File: src/lsil_pkg.sv
// Register map, field layout, carrier types and timing constants of the line status interrupt logic.
package lsil_pkg;

  localparam int ADDR_W = 8;
  localparam int DATA_W = 8;
  localparam int GAIN_W = 5;
  localparam int SPACING_W = 7;
  localparam int COUNT_W = 16;

  localparam logic [ADDR_W-1:0] ADDR_TX_PEAK_CTRL = 8'h21;
  localparam logic [ADDR_W-1:0] ADDR_RX_PEAK_CTRL = 8'h27;
  localparam logic [ADDR_W-1:0] ADDR_COUNT_CTRL = 8'h31;
  localparam logic [ADDR_W-1:0] ADDR_LINE_ENABLE = 8'h33;
  localparam logic [ADDR_W-1:0] ADDR_ERROR_ENABLE = 8'h34;
  localparam logic [ADDR_W-1:0] ADDR_EDGE_SELECT = 8'h35;
  localparam logic [ADDR_W-1:0] ADDR_LINE_LIVE = 8'h36;
  localparam logic [ADDR_W-1:0] ADDR_GAIN = 8'h37;
  localparam logic [ADDR_W-1:0] ADDR_TX_JITTER = 8'h38;
  localparam logic [ADDR_W-1:0] ADDR_RX_JITTER = 8'h39;
  localparam logic [ADDR_W-1:0] ADDR_LINE_EVENTS = 8'h3a;
  localparam logic [ADDR_W-1:0] ADDR_ERROR_EVENTS = 8'h3b;
  localparam logic [ADDR_W-1:0] ADDR_COUNT_HIGH = 8'h3c;
  localparam logic [ADDR_W-1:0] ADDR_COUNT_LOW = 8'h3d;

  localparam int BIT_DRIVER_FAIL = 2;
  localparam int BIT_SIGNAL_LOSS = 0;
  localparam int BIT_TEMPLATE = 6;
  localparam int BIT_TX_SLIP = 5;
  localparam int BIT_RX_SLIP = 4;
  localparam int BIT_ZERO_RUN = 2;
  localparam int BIT_CODE_VIOL = 1;
  localparam int BIT_COUNT_OVF = 0;
  localparam int BIT_PEAK_SELECT = 5;
  localparam int BIT_COUNT_MODE = 1;
  localparam int BIT_COUNT_TRANSFER = 0;
  localparam int COUNT_SELECT_LSB = 2;
  localparam int COUNT_SELECT_W = 2;

  localparam logic [DATA_W-1:0] LINE_BITS_MASK = 8'h05;
  localparam logic [DATA_W-1:0] ERROR_BITS_MASK = 8'h77;
  localparam logic [DATA_W-1:0] COUNT_CTRL_MASK = 8'h0f;
  localparam logic [COUNT_SELECT_W-1:0] COUNT_SELECT_ENABLE = 2'h1;
  localparam logic [COUNT_W-1:0] COUNT_MAX = 16'hffff;

  localparam longint CLK_PERIOD_NS = 40;
  localparam longint ONE_SECOND_NS = 1000000000;
  localparam int ONE_SECOND_CYCLES_DEFAULT = int'(ONE_SECOND_NS / CLK_PERIOD_NS);
  localparam int SEC_W = $clog2(ONE_SECOND_CYCLES_DEFAULT);

  typedef struct packed {
    logic [ADDR_W-1:0] addr;
    logic [DATA_W-1:0] wdata;
    logic write;
    logic read;
  } lsil_bus_req_type;

  typedef struct packed {
    logic driver_fail;
    logic signal_loss;
    logic [GAIN_W-1:0] equalizer_gain_code;
    logic [SPACING_W-1:0] tx_pointer_spacing;
    logic [SPACING_W-1:0] rx_pointer_spacing;
    logic template_overflow;
    logic tx_fifo_slip;
    logic rx_fifo_slip;
    logic excessive_zero_error;
    logic bipolar_violation;
  } lsil_line_in_type;

  typedef struct packed {
    logic primed;
    logic [SPACING_W-1:0] now;
    logic [SPACING_W-1:0] high;
    logic [SPACING_W-1:0] low;
  } lsil_jitter_type;

  typedef struct packed {
    logic [DATA_W-1:0] edge_select, line_enable, error_enable, count_ctrl;
    logic [DATA_W-1:0] line_events, error_events, rdata;
    logic tx_peak_select, rx_peak_select, driver_fail_live, signal_loss_live;
    logic [GAIN_W-1:0] gain;
    lsil_jitter_type tx_jitter, rx_jitter;
    logic [COUNT_W-1:0] zero_count, report_count;
    logic [SEC_W-1:0] second_count;
  } lsil_state_type;

  localparam lsil_state_type STATE_RESET = '0;

endpackage : lsil_pkg

File: src/lsil_line_status.sv
// Line status, sticky event flags, error count reporting and interrupt gating with its register slave.
//
// Chosen here: strobed register access.
`timescale 1ns/1ps
module lsil_line_status #(
  parameter int ONE_SECOND_CYCLES = lsil_pkg::ONE_SECOND_CYCLES_DEFAULT
) (
  input wire logic i_clk,
  input wire logic i_sys_rst,
  input wire lsil_pkg::lsil_bus_req_type i_bus,
  input wire lsil_pkg::lsil_line_in_type i_line,
  output logic [lsil_pkg::DATA_W-1:0] o_rdata,
  output logic o_irq
);
  import lsil_pkg::*;

  lsil_state_type s_q;
  lsil_state_type s_d;
  logic [DATA_W-1:0] line_set;
  logic [DATA_W-1:0] error_set;
  logic count_inc;
  logic second_tick;
  logic manual_rise;
  logic transfer;

  // A status change qualifies on a rise always, and on a fall only when both edges are selected.
  function automatic logic edge_hit(input logic now, input logic was, input logic both_edges);
    return (now && !was) || (both_edges && !now && was);
  endfunction : edge_hit

  // Set wins over a clear in the same cycle, so an event is never lost to a racing write.
  function automatic logic [DATA_W-1:0] sticky(input logic [DATA_W-1:0] flags, input logic [DATA_W-1:0] set,
      input logic [DATA_W-1:0] clear);
    return (flags & ~clear) | set;
  endfunction : sticky

  function automatic logic wr_hit(input lsil_bus_req_type b, input logic [ADDR_W-1:0] target);
    return b.write && (b.addr == target);
  endfunction : wr_hit

  function automatic logic rd_hit(input lsil_bus_req_type b, input logic [ADDR_W-1:0] target);
    return b.read && (b.addr == target);
  endfunction : rd_hit

  // Peak tracking restarts from the present sample after a read, a clear or the first sample after reset.
  function automatic lsil_jitter_type jitter_next(input lsil_jitter_type j, input logic [SPACING_W-1:0] sample,
      input logic restart, input logic clear);
    lsil_jitter_type n;
    n = j;
    n.primed = 1'b1;
    n.now = clear ? '0 : sample;
    if (clear || restart || !j.primed) begin
      n.high = sample;
      n.low = sample;
    end else begin
      if (sample > j.high) begin
        n.high = sample;
      end
      if (sample < j.low) begin
        n.low = sample;
      end
    end
    return n;
  endfunction : jitter_next

  function automatic logic [DATA_W-1:0] jitter_view(input lsil_jitter_type j, input logic peak);
    return DATA_W'(peak ? SPACING_W'(j.high - j.low) : j.now);
  endfunction : jitter_view

  function automatic logic [DATA_W-1:0] read_byte(input logic [ADDR_W-1:0] a, input lsil_state_type s);
    logic [DATA_W-1:0] r;
    r = '0;
    case (a)
      ADDR_TX_PEAK_CTRL: r = DATA_W'(s.tx_peak_select) << BIT_PEAK_SELECT;
      ADDR_RX_PEAK_CTRL: r = DATA_W'(s.rx_peak_select) << BIT_PEAK_SELECT;
      ADDR_COUNT_CTRL: r = s.count_ctrl;
      ADDR_LINE_ENABLE: r = s.line_enable;
      ADDR_ERROR_ENABLE: r = s.error_enable;
      ADDR_EDGE_SELECT: r = s.edge_select;
      ADDR_LINE_LIVE: begin
        r[BIT_DRIVER_FAIL] = s.driver_fail_live;
        r[BIT_SIGNAL_LOSS] = s.signal_loss_live;
      end
      ADDR_GAIN: r = DATA_W'(s.gain);
      ADDR_TX_JITTER: r = jitter_view(s.tx_jitter, s.tx_peak_select);
      ADDR_RX_JITTER: r = jitter_view(s.rx_jitter, s.rx_peak_select);
      ADDR_LINE_EVENTS: r = s.line_events;
      ADDR_ERROR_EVENTS: r = s.error_events;
      ADDR_COUNT_HIGH: r = s.report_count[COUNT_W-1 -: DATA_W];
      ADDR_COUNT_LOW: r = s.report_count[DATA_W-1:0];
      default: r = '0;
    endcase
    return r;
  endfunction : read_byte

  // Counting only runs with the select field at its enabling value.
  assign count_inc = i_line.excessive_zero_error &&
      (s_q.count_ctrl[COUNT_SELECT_LSB +: COUNT_SELECT_W] == COUNT_SELECT_ENABLE);
  assign second_tick = (s_q.second_count == SEC_W'(ONE_SECOND_CYCLES - 1));
  assign manual_rise = wr_hit(i_bus, ADDR_COUNT_CTRL) && i_bus.wdata[BIT_COUNT_TRANSFER] &&
      !s_q.count_ctrl[BIT_COUNT_TRANSFER] && !s_q.count_ctrl[BIT_COUNT_MODE];
  assign transfer = s_q.count_ctrl[BIT_COUNT_MODE] ? second_tick : manual_rise;

  always_comb begin
    s_d = s_q;
    line_set = '0;
    error_set = '0;

    s_d.driver_fail_live = i_line.driver_fail;
    s_d.signal_loss_live = i_line.signal_loss;
    s_d.gain = i_line.equalizer_gain_code;

    if (wr_hit(i_bus, ADDR_EDGE_SELECT)) begin
      s_d.edge_select = i_bus.wdata & LINE_BITS_MASK;
    end
    if (wr_hit(i_bus, ADDR_LINE_ENABLE)) begin
      s_d.line_enable = i_bus.wdata & LINE_BITS_MASK;
    end
    if (wr_hit(i_bus, ADDR_ERROR_ENABLE)) begin
      s_d.error_enable = i_bus.wdata & ERROR_BITS_MASK;
    end
    if (wr_hit(i_bus, ADDR_COUNT_CTRL)) begin
      s_d.count_ctrl = i_bus.wdata & COUNT_CTRL_MASK;
    end
    if (wr_hit(i_bus, ADDR_TX_PEAK_CTRL)) begin
      s_d.tx_peak_select = i_bus.wdata[BIT_PEAK_SELECT];
    end
    if (wr_hit(i_bus, ADDR_RX_PEAK_CTRL)) begin
      s_d.rx_peak_select = i_bus.wdata[BIT_PEAK_SELECT];
    end

    line_set[BIT_DRIVER_FAIL] = edge_hit(i_line.driver_fail, s_q.driver_fail_live,
        s_q.edge_select[BIT_DRIVER_FAIL]);
    line_set[BIT_SIGNAL_LOSS] = edge_hit(i_line.signal_loss, s_q.signal_loss_live,
        s_q.edge_select[BIT_SIGNAL_LOSS]);
    s_d.line_events = sticky(s_q.line_events, line_set,
        wr_hit(i_bus, ADDR_LINE_EVENTS) ? (i_bus.wdata & LINE_BITS_MASK) : '0);

    error_set[BIT_TEMPLATE] = i_line.template_overflow;
    error_set[BIT_TX_SLIP] = i_line.tx_fifo_slip;
    error_set[BIT_RX_SLIP] = i_line.rx_fifo_slip;
    error_set[BIT_ZERO_RUN] = i_line.excessive_zero_error;
    error_set[BIT_CODE_VIOL] = i_line.bipolar_violation;
    error_set[BIT_COUNT_OVF] = count_inc && !transfer && (s_q.zero_count == COUNT_MAX);
    s_d.error_events = sticky(s_q.error_events, error_set,
        wr_hit(i_bus, ADDR_ERROR_EVENTS) ? (i_bus.wdata & ERROR_BITS_MASK) : '0);

    // The internal count restarts on each transfer so that every report covers one interval.
    s_d.zero_count = (transfer ? '0 : s_q.zero_count) + COUNT_W'(count_inc);
    if (transfer) begin
      s_d.report_count = s_q.zero_count;
    end
    s_d.second_count = second_tick ? '0 : s_q.second_count + SEC_W'(1);

    s_d.tx_jitter = jitter_next(s_q.tx_jitter, i_line.tx_pointer_spacing, rd_hit(i_bus, ADDR_TX_JITTER),
        wr_hit(i_bus, ADDR_TX_JITTER) && (i_bus.wdata != '0));
    s_d.rx_jitter = jitter_next(s_q.rx_jitter, i_line.rx_pointer_spacing, rd_hit(i_bus, ADDR_RX_JITTER),
        wr_hit(i_bus, ADDR_RX_JITTER) && (i_bus.wdata != '0));

    s_d.rdata = i_bus.read ? read_byte(i_bus.addr, s_q) : '0;
  end

  always_ff @(posedge i_clk) begin
    if (i_sys_rst) begin
      s_q <= STATE_RESET;
    end else begin
      s_q <= s_d;
    end
  end

  assign o_rdata = s_q.rdata;
  assign o_irq = |(s_q.line_events & s_q.line_enable) | |(s_q.error_events & s_q.error_enable);
endmodule : lsil_line_status

File: config.mk
export PLATFORM = sky130hd
export DESIGN_NAME = lsil_line_status
export DESIGN_NICKNAME = d
export VERILOG_FILES = /design/src/lsil_pkg.sv /design/src/lsil_line_status.sv
export SDC_FILE = /design/constraint.sdc
export NUM_CORES = 1
export LEC_CHECK = 0
export BUFFER_PORTS_ARGS = -buffer_cell sky130_fd_sc_hd__buf_2
export CAP_MARGIN = 20
export CORE_ASPECT_RATIO = 1.1
export CORE_MARGIN = 5
export CORE_UTILIZATION = 34
export CTS_CLUSTER_DIAMETER = 150
export DETAILED_ROUTE_END_ITERATION = 10
export PLACE_DENSITY = 0.53
export SYNTH_ARGS = -nofsm -noshare
export SYNTH_HDL_FRONTEND = slang
export SYNTH_SLANG_ARGS = --single-unit
File: constraint.sdc
create_clock -name i_clk -period 3 [get_ports i_clk]
set_input_delay 0.15 -clock i_clk [delete_from_list [all_inputs] [get_ports i_clk]]
set_output_delay 0.15 -clock i_clk [all_outputs]
set_load 0.01 [all_outputs]
==> Word level (Yosys, flattened, before mapping) <==
Cells that the tools add are included.
{ "word_totals": {"reg_bits": 148, "out_inout_bits": 9, "inputBits": 46, "wordCells": 131} }
{ "classes": {"bitwise_logic": 10, "n_mux": 21, "n_reduce_logical": 52, "n_addsub": 4, "eq_ne": 17, "order_cmp": 4} }
{ "op_table": {"columns": ["operator", "count"], "rows": [
  ["$eq A8 B6 Y1 const B", 14],
  ["$mux W101", 1],
  ["$mux W7", 9],
  ["$pmux W5 S11", 1],
  ["$mux W16", 2],
  ["$mux W14", 2],
  ["$logic_and A1 B1 Y1", 26],
  ["$add A25 B1 Y25 const B", 1],
  ["$eq A25 B25 Y1 const B", 1],
  ["$mux W25", 1],
  ["$pmux W1 S12", 2],
  ["$add A16 B1 Y16", 1],
  ["$and A8 B8 Y8", 2],
  ["$eq A16 B16 Y1 const B", 1],
  ["$reduce_or A8 Y1", 2],
  ["$gt A7 B7 Y1", 2],
  ["$lt A7 B7 Y1", 2],
  ["$sub A7 B7 Y7", 2],
  ["$logic_not A1 Y1", 9],
  ["$pmux W1 S9", 1],
  ["$and A8 B3 Y8", 1],
  ["$and A8 B7 Y8", 1],
  ["$not A3 Y8", 1],
  ["$not A7 Y8", 1],
  ["other kinds (11)", 22]
]} }

==> Longest topological paths before layout <==
{ "logic_depth": {"word_depth": 10, "ltp_mapped": 15, "ltp_nobuf": 13} }

==> Worst setup path before layout <==
OpenSTA, ideal clock, no wires.
{ "synth_path": {"kind": "register -> register", "from": "reg s_q[0] (netlist name)", "to": "reg s_q[53] (netlist name)", "slack_ps": 433, "setup_time_ps": 117, "path_stages_with_launch": 15, "path_buffers": 1, "synth_period_minus_slack_ps": 2567, "arrival_ps": 2449, "required_time_ps": 2883, "cell_sequence": "dfxtp_1 > ha_1 > and3_1 > nand3_1 > nor4_1 > a21oi_1 > buf_2 > and2_1 > ha_1 > ha_1 > nand2_1 > nor2_1 > nand3_1 > xor2_1 > nor2_1"} }
{ "synth_between": {"elab_chain_cells": 4} }
{ "synth_rtl": {"columns": ["element", "line", "rtl"], "rows": [
  ["start, declared", "lsil_line_status.sv:17", "lsil_state_type s_q;"],
  ["start signal, assigned", "lsil_line_status.sv:165", "s_q <= STATE_RESET;"],
  ["start signal, assigned", "lsil_line_status.sv:167", "s_q <= s_d;"],
  ["$eq A25 B25 Y1", "lsil_line_status.sv:99", "assign second_tick = (s_q.second_count == SEC_W'(ONE_SECOND_CYCLES - 1));"],
  ["$mux W1", "lsil_line_status.sv:102", "assign transfer = s_q.count_ctrl[BIT_COUNT_MODE] ? second_tick : manual_rise;"],
  ["$mux W16", "lsil_line_status.sv:149", "s_d.zero_count = (transfer ? '0 : s_q.zero_count) + COUNT_W'(count_inc);"],
  ["$add A16 B1 Y16", "lsil_line_status.sv:149", null]
]} }
No other way between the ends.
A chain may end at the register's enable or synchronous reset.

==> Worst setup path after layout <==
Same ends and word-level chain as after synthesis.

==> flow_summary.toml <==
[status]
status = "finished clean"

[sta]
tns_ns = 0
finalSetupViolations = 0
rsz0062_at_grt = "no"
skew_ns = 0.00863
finalHoldViolCount = 0
fin_crit_sh_pct = 87.5
period_needed_ns = 2.63
maxSlewViolCount = 0
max_freq_mhz = 381
slew_headroom_pct = 51.4
worst_pin_slew_ns = 0.724

[cts]
cts_hold_buf = 20
tritoncts = "done"
path_clk_slew_ns = 0.06
cts_resized = 0
cts_buffers = 17
clockBufferDepth = 2
cts-root-buf = "clkbuf_16"
cts.sinks = 139
worstSkewPairLatency_ns = 0.42
post_cts_buffers = 0
h-tree-depth = 4

[finish]
area_growth_pct = 18.0
fillers = 2205
drive_gt1_share_pct = 12.5
fin_cells = 1217
nets = 1003
diodes = 0
post-route-util_pct = 40.3

[setup_path]
cp-start-kind = "register"
crit_arrival_ns = 2.92
cp_slowest_cell = "dfxtp_1"
reg2reg_from = "s_q[0]$_SDFF_PP0_"
crit_top_cell = "ha_1"
worstPathRequired_ns = 3.30
worstPathCellList = "ha_1, and3_1, nand3_1, nor4_1, buf_4, a21oi_2, and2_1, ha_1, ha_1, nand2_1, nor2_1, nand3_1, xor2_1, nor2_1"
end_kind = "register"
rrSetupSlack_ns = 0.37
max_stage_delay_ns = 0.37
path_max_fanout = 5
r2r_cells = 14
crit_type = "register to register"
rr_endpoint = "s_q[53]$_SDFF_PP0_"

[logic_synthesis]
synth-edff-count = 0
synthFlopType = "dfxtp_1"
yosysUniqueCellTypes = 64
ys_top_cells_by_count = "dfxtp_1, nor2_1, nand2_1"
ys_top_cells_by_area = "dfxtp_1, mux2i_1, ha_1, nor2_1, nand2_1"
syn_inst = 853
ys.warnings.count = 0
syn_area_per_cell_um2 = 8.48
netlist_area_um2 = 7230
synth-seq-area-share_pct = 38.5
syn_nets = 942
async_flop_share_pct = 0
synth_top_cell_area_share_pct = 38.5
yosysMostFrequentCell = "dfxtp_1"
ys_ff_latch = 139
yosysTopAreaCell = "dfxtp_1"

[power_and_ir_drop]
leakagePower_nw = 3.50
powerDensity_nw_per_um2 = 544
vdd_drop_max_v = 0.000395

[routing]
dr.pass1.iters = 5
wl_per_cell_um = 15.7
via_per_inst = 4.89
ant_nets = 0
via_count = 5954
routed_wl_um = 19100
drc = 0
drtIter0Drc = 284

[job]
cap_violations = 0

[floorplanning]
rows = 56
die_h_um = 163
dieArea_um2 = 24300
ios = 55
start_util_pct = 34.2
core_um2 = 21200
chipWidth_um = 149

[global_route]
antenna_found_initial = 0
track_usage_pct = 16.0
grt_pass1_wl_um = 30600
grt_max_degree = 45
grt_pass1_vias = 5812
overflow = 0

[hold_path]
min_path_cells = 2
hold_path.class = "primary input to register"
min_from = "i_line[18]"
min_to = "s_q[99]$_SDFF_PP0_"

[place]
hpwlAfterDp_um = 14600
port-buffer-count = 54
gp_congestion = 0.902
dp.cells = 1165
==> report_power, final <==
part           total (mW)  switching (mW)  internal (mW)
sequential           1.96          0.0470           1.91
combinational       0.580           0.328          0.252
clock                2.10           0.835           1.27
==> kinds of logic after synthesis <==
kind of cell / after synthesis / synth area share, %
buf+inv: 84 / 4.97
simple gates: 349 / 23.5
mux: 59 / 8.26
fa+ha+maj: 43 / 7.65
xor+xnor: 40 / 4.85
compound gates: 139 / 12.3
flops: 139 / 38.5
==> cells in the final DEF (no fill, tap or decap), types with 6 or more instances in the layout <==
cell             n
buf_4           10
a31oi_1          6
dlygate4sd3_1   20
buf_2           54
clkbuf_16       17
nand3_1         48
xnor2_1         17
nor2_1         118
a21oi_1         39
dfxtp_1        139
inv_1           41
ha_1            41
nor2b_1         17
xor2_1          23
nor3_1           8
mux2i_1         54
nand2b_1         9
and2_1          20
o21ai_0         35
and3_1          12
nand4_1         14
nand2_1         72
a22oi_1          8
==> flip-flops by register name (all words and copies together), names as in the netlist <==
name and flops:
o_rdata 8, s_q 131
==> how the worst max path moves through the flow <==
stage | start | end | slack (ns) | depth (start not counted)
finish | s_q[0]$_SDFF_PP0_ | s_q[53]$_SDFF_PP0_ | 0.37 | 14
global placement | s_q[0]$_SDFF_PP0_ | s_q[55]$_SDFF_PP0_ | 0.40 | 14
detailed placement | s_q[0]$_SDFF_PP0_ | s_q[53]$_SDFF_PP0_ | 0.36 | 14
CTS | s_q[0]$_SDFF_PP0_ | s_q[53]$_SDFF_PP0_ | 0.33 | 14
floorplan | s_q[0]$_SDFF_PP0_ | s_q[53]$_SDFF_PP0_ | 0.43 | 14
global route | s_q[0]$_SDFF_PP0_ | s_q[55]$_SDFF_PP0_ | 0.02 | 14
==> per-layer routing <==
layer / part of all wire [%] / track usage (%) / vias to the layer above
li1: - / - / 3085
met2: 46 / 25.7 / 94
met1: 48 / 21.3 / 2739
met4: 2.9 / 6.82 / 0
met5: 0 / 0 / -
met3: 3.1 / 2.76 / 36
==> critical path: cells and delay by family (launching register included) <==
family / cells / cell delay [ns]
simple gates: 8 / 1.09
fa+ha+maj: 3 / 0.65
flops: 1 / 0.37
buf+inv: 1 / 0.17
xor+xnor: 1 / 0.15
compound gates: 1 / 0.08
==> final cells by class <==
class / count / area [um2] / share of cell area (%)
clock buffers: 19 / 453 / 5.31
clock inverters: 13 / 140 / 1.64
inverters: 42 / 158 / 1.85
multi-input cells: 630 / 4090 / 47.9
flip-flops and latches: 139 / 2780 / 32.6
well taps: 290 / 363 / 4.25
repair buffers: 84 / 546 / 6.39
==> metrics by stage <==
step | hold slack, ns | area [um2] | setup slack [ns] | total power [mW]
CTS | 0.000286 | 8530 | 0.331 | 4.70
finish | 0.00683 | 8530 | 0.374 | 4.64
detailed placement | 0.372 | 7740 | 0.359 | 2.56
floorplan | 0.267 | 7230 | 0.433 | 2.38
global placement | 0.362 | 7740 | 0.398 | 2.56
global route | 0.0124 | 8530 | 0.0153 | 4.86
No activity file was read; power rests on OpenSTA's default activity.
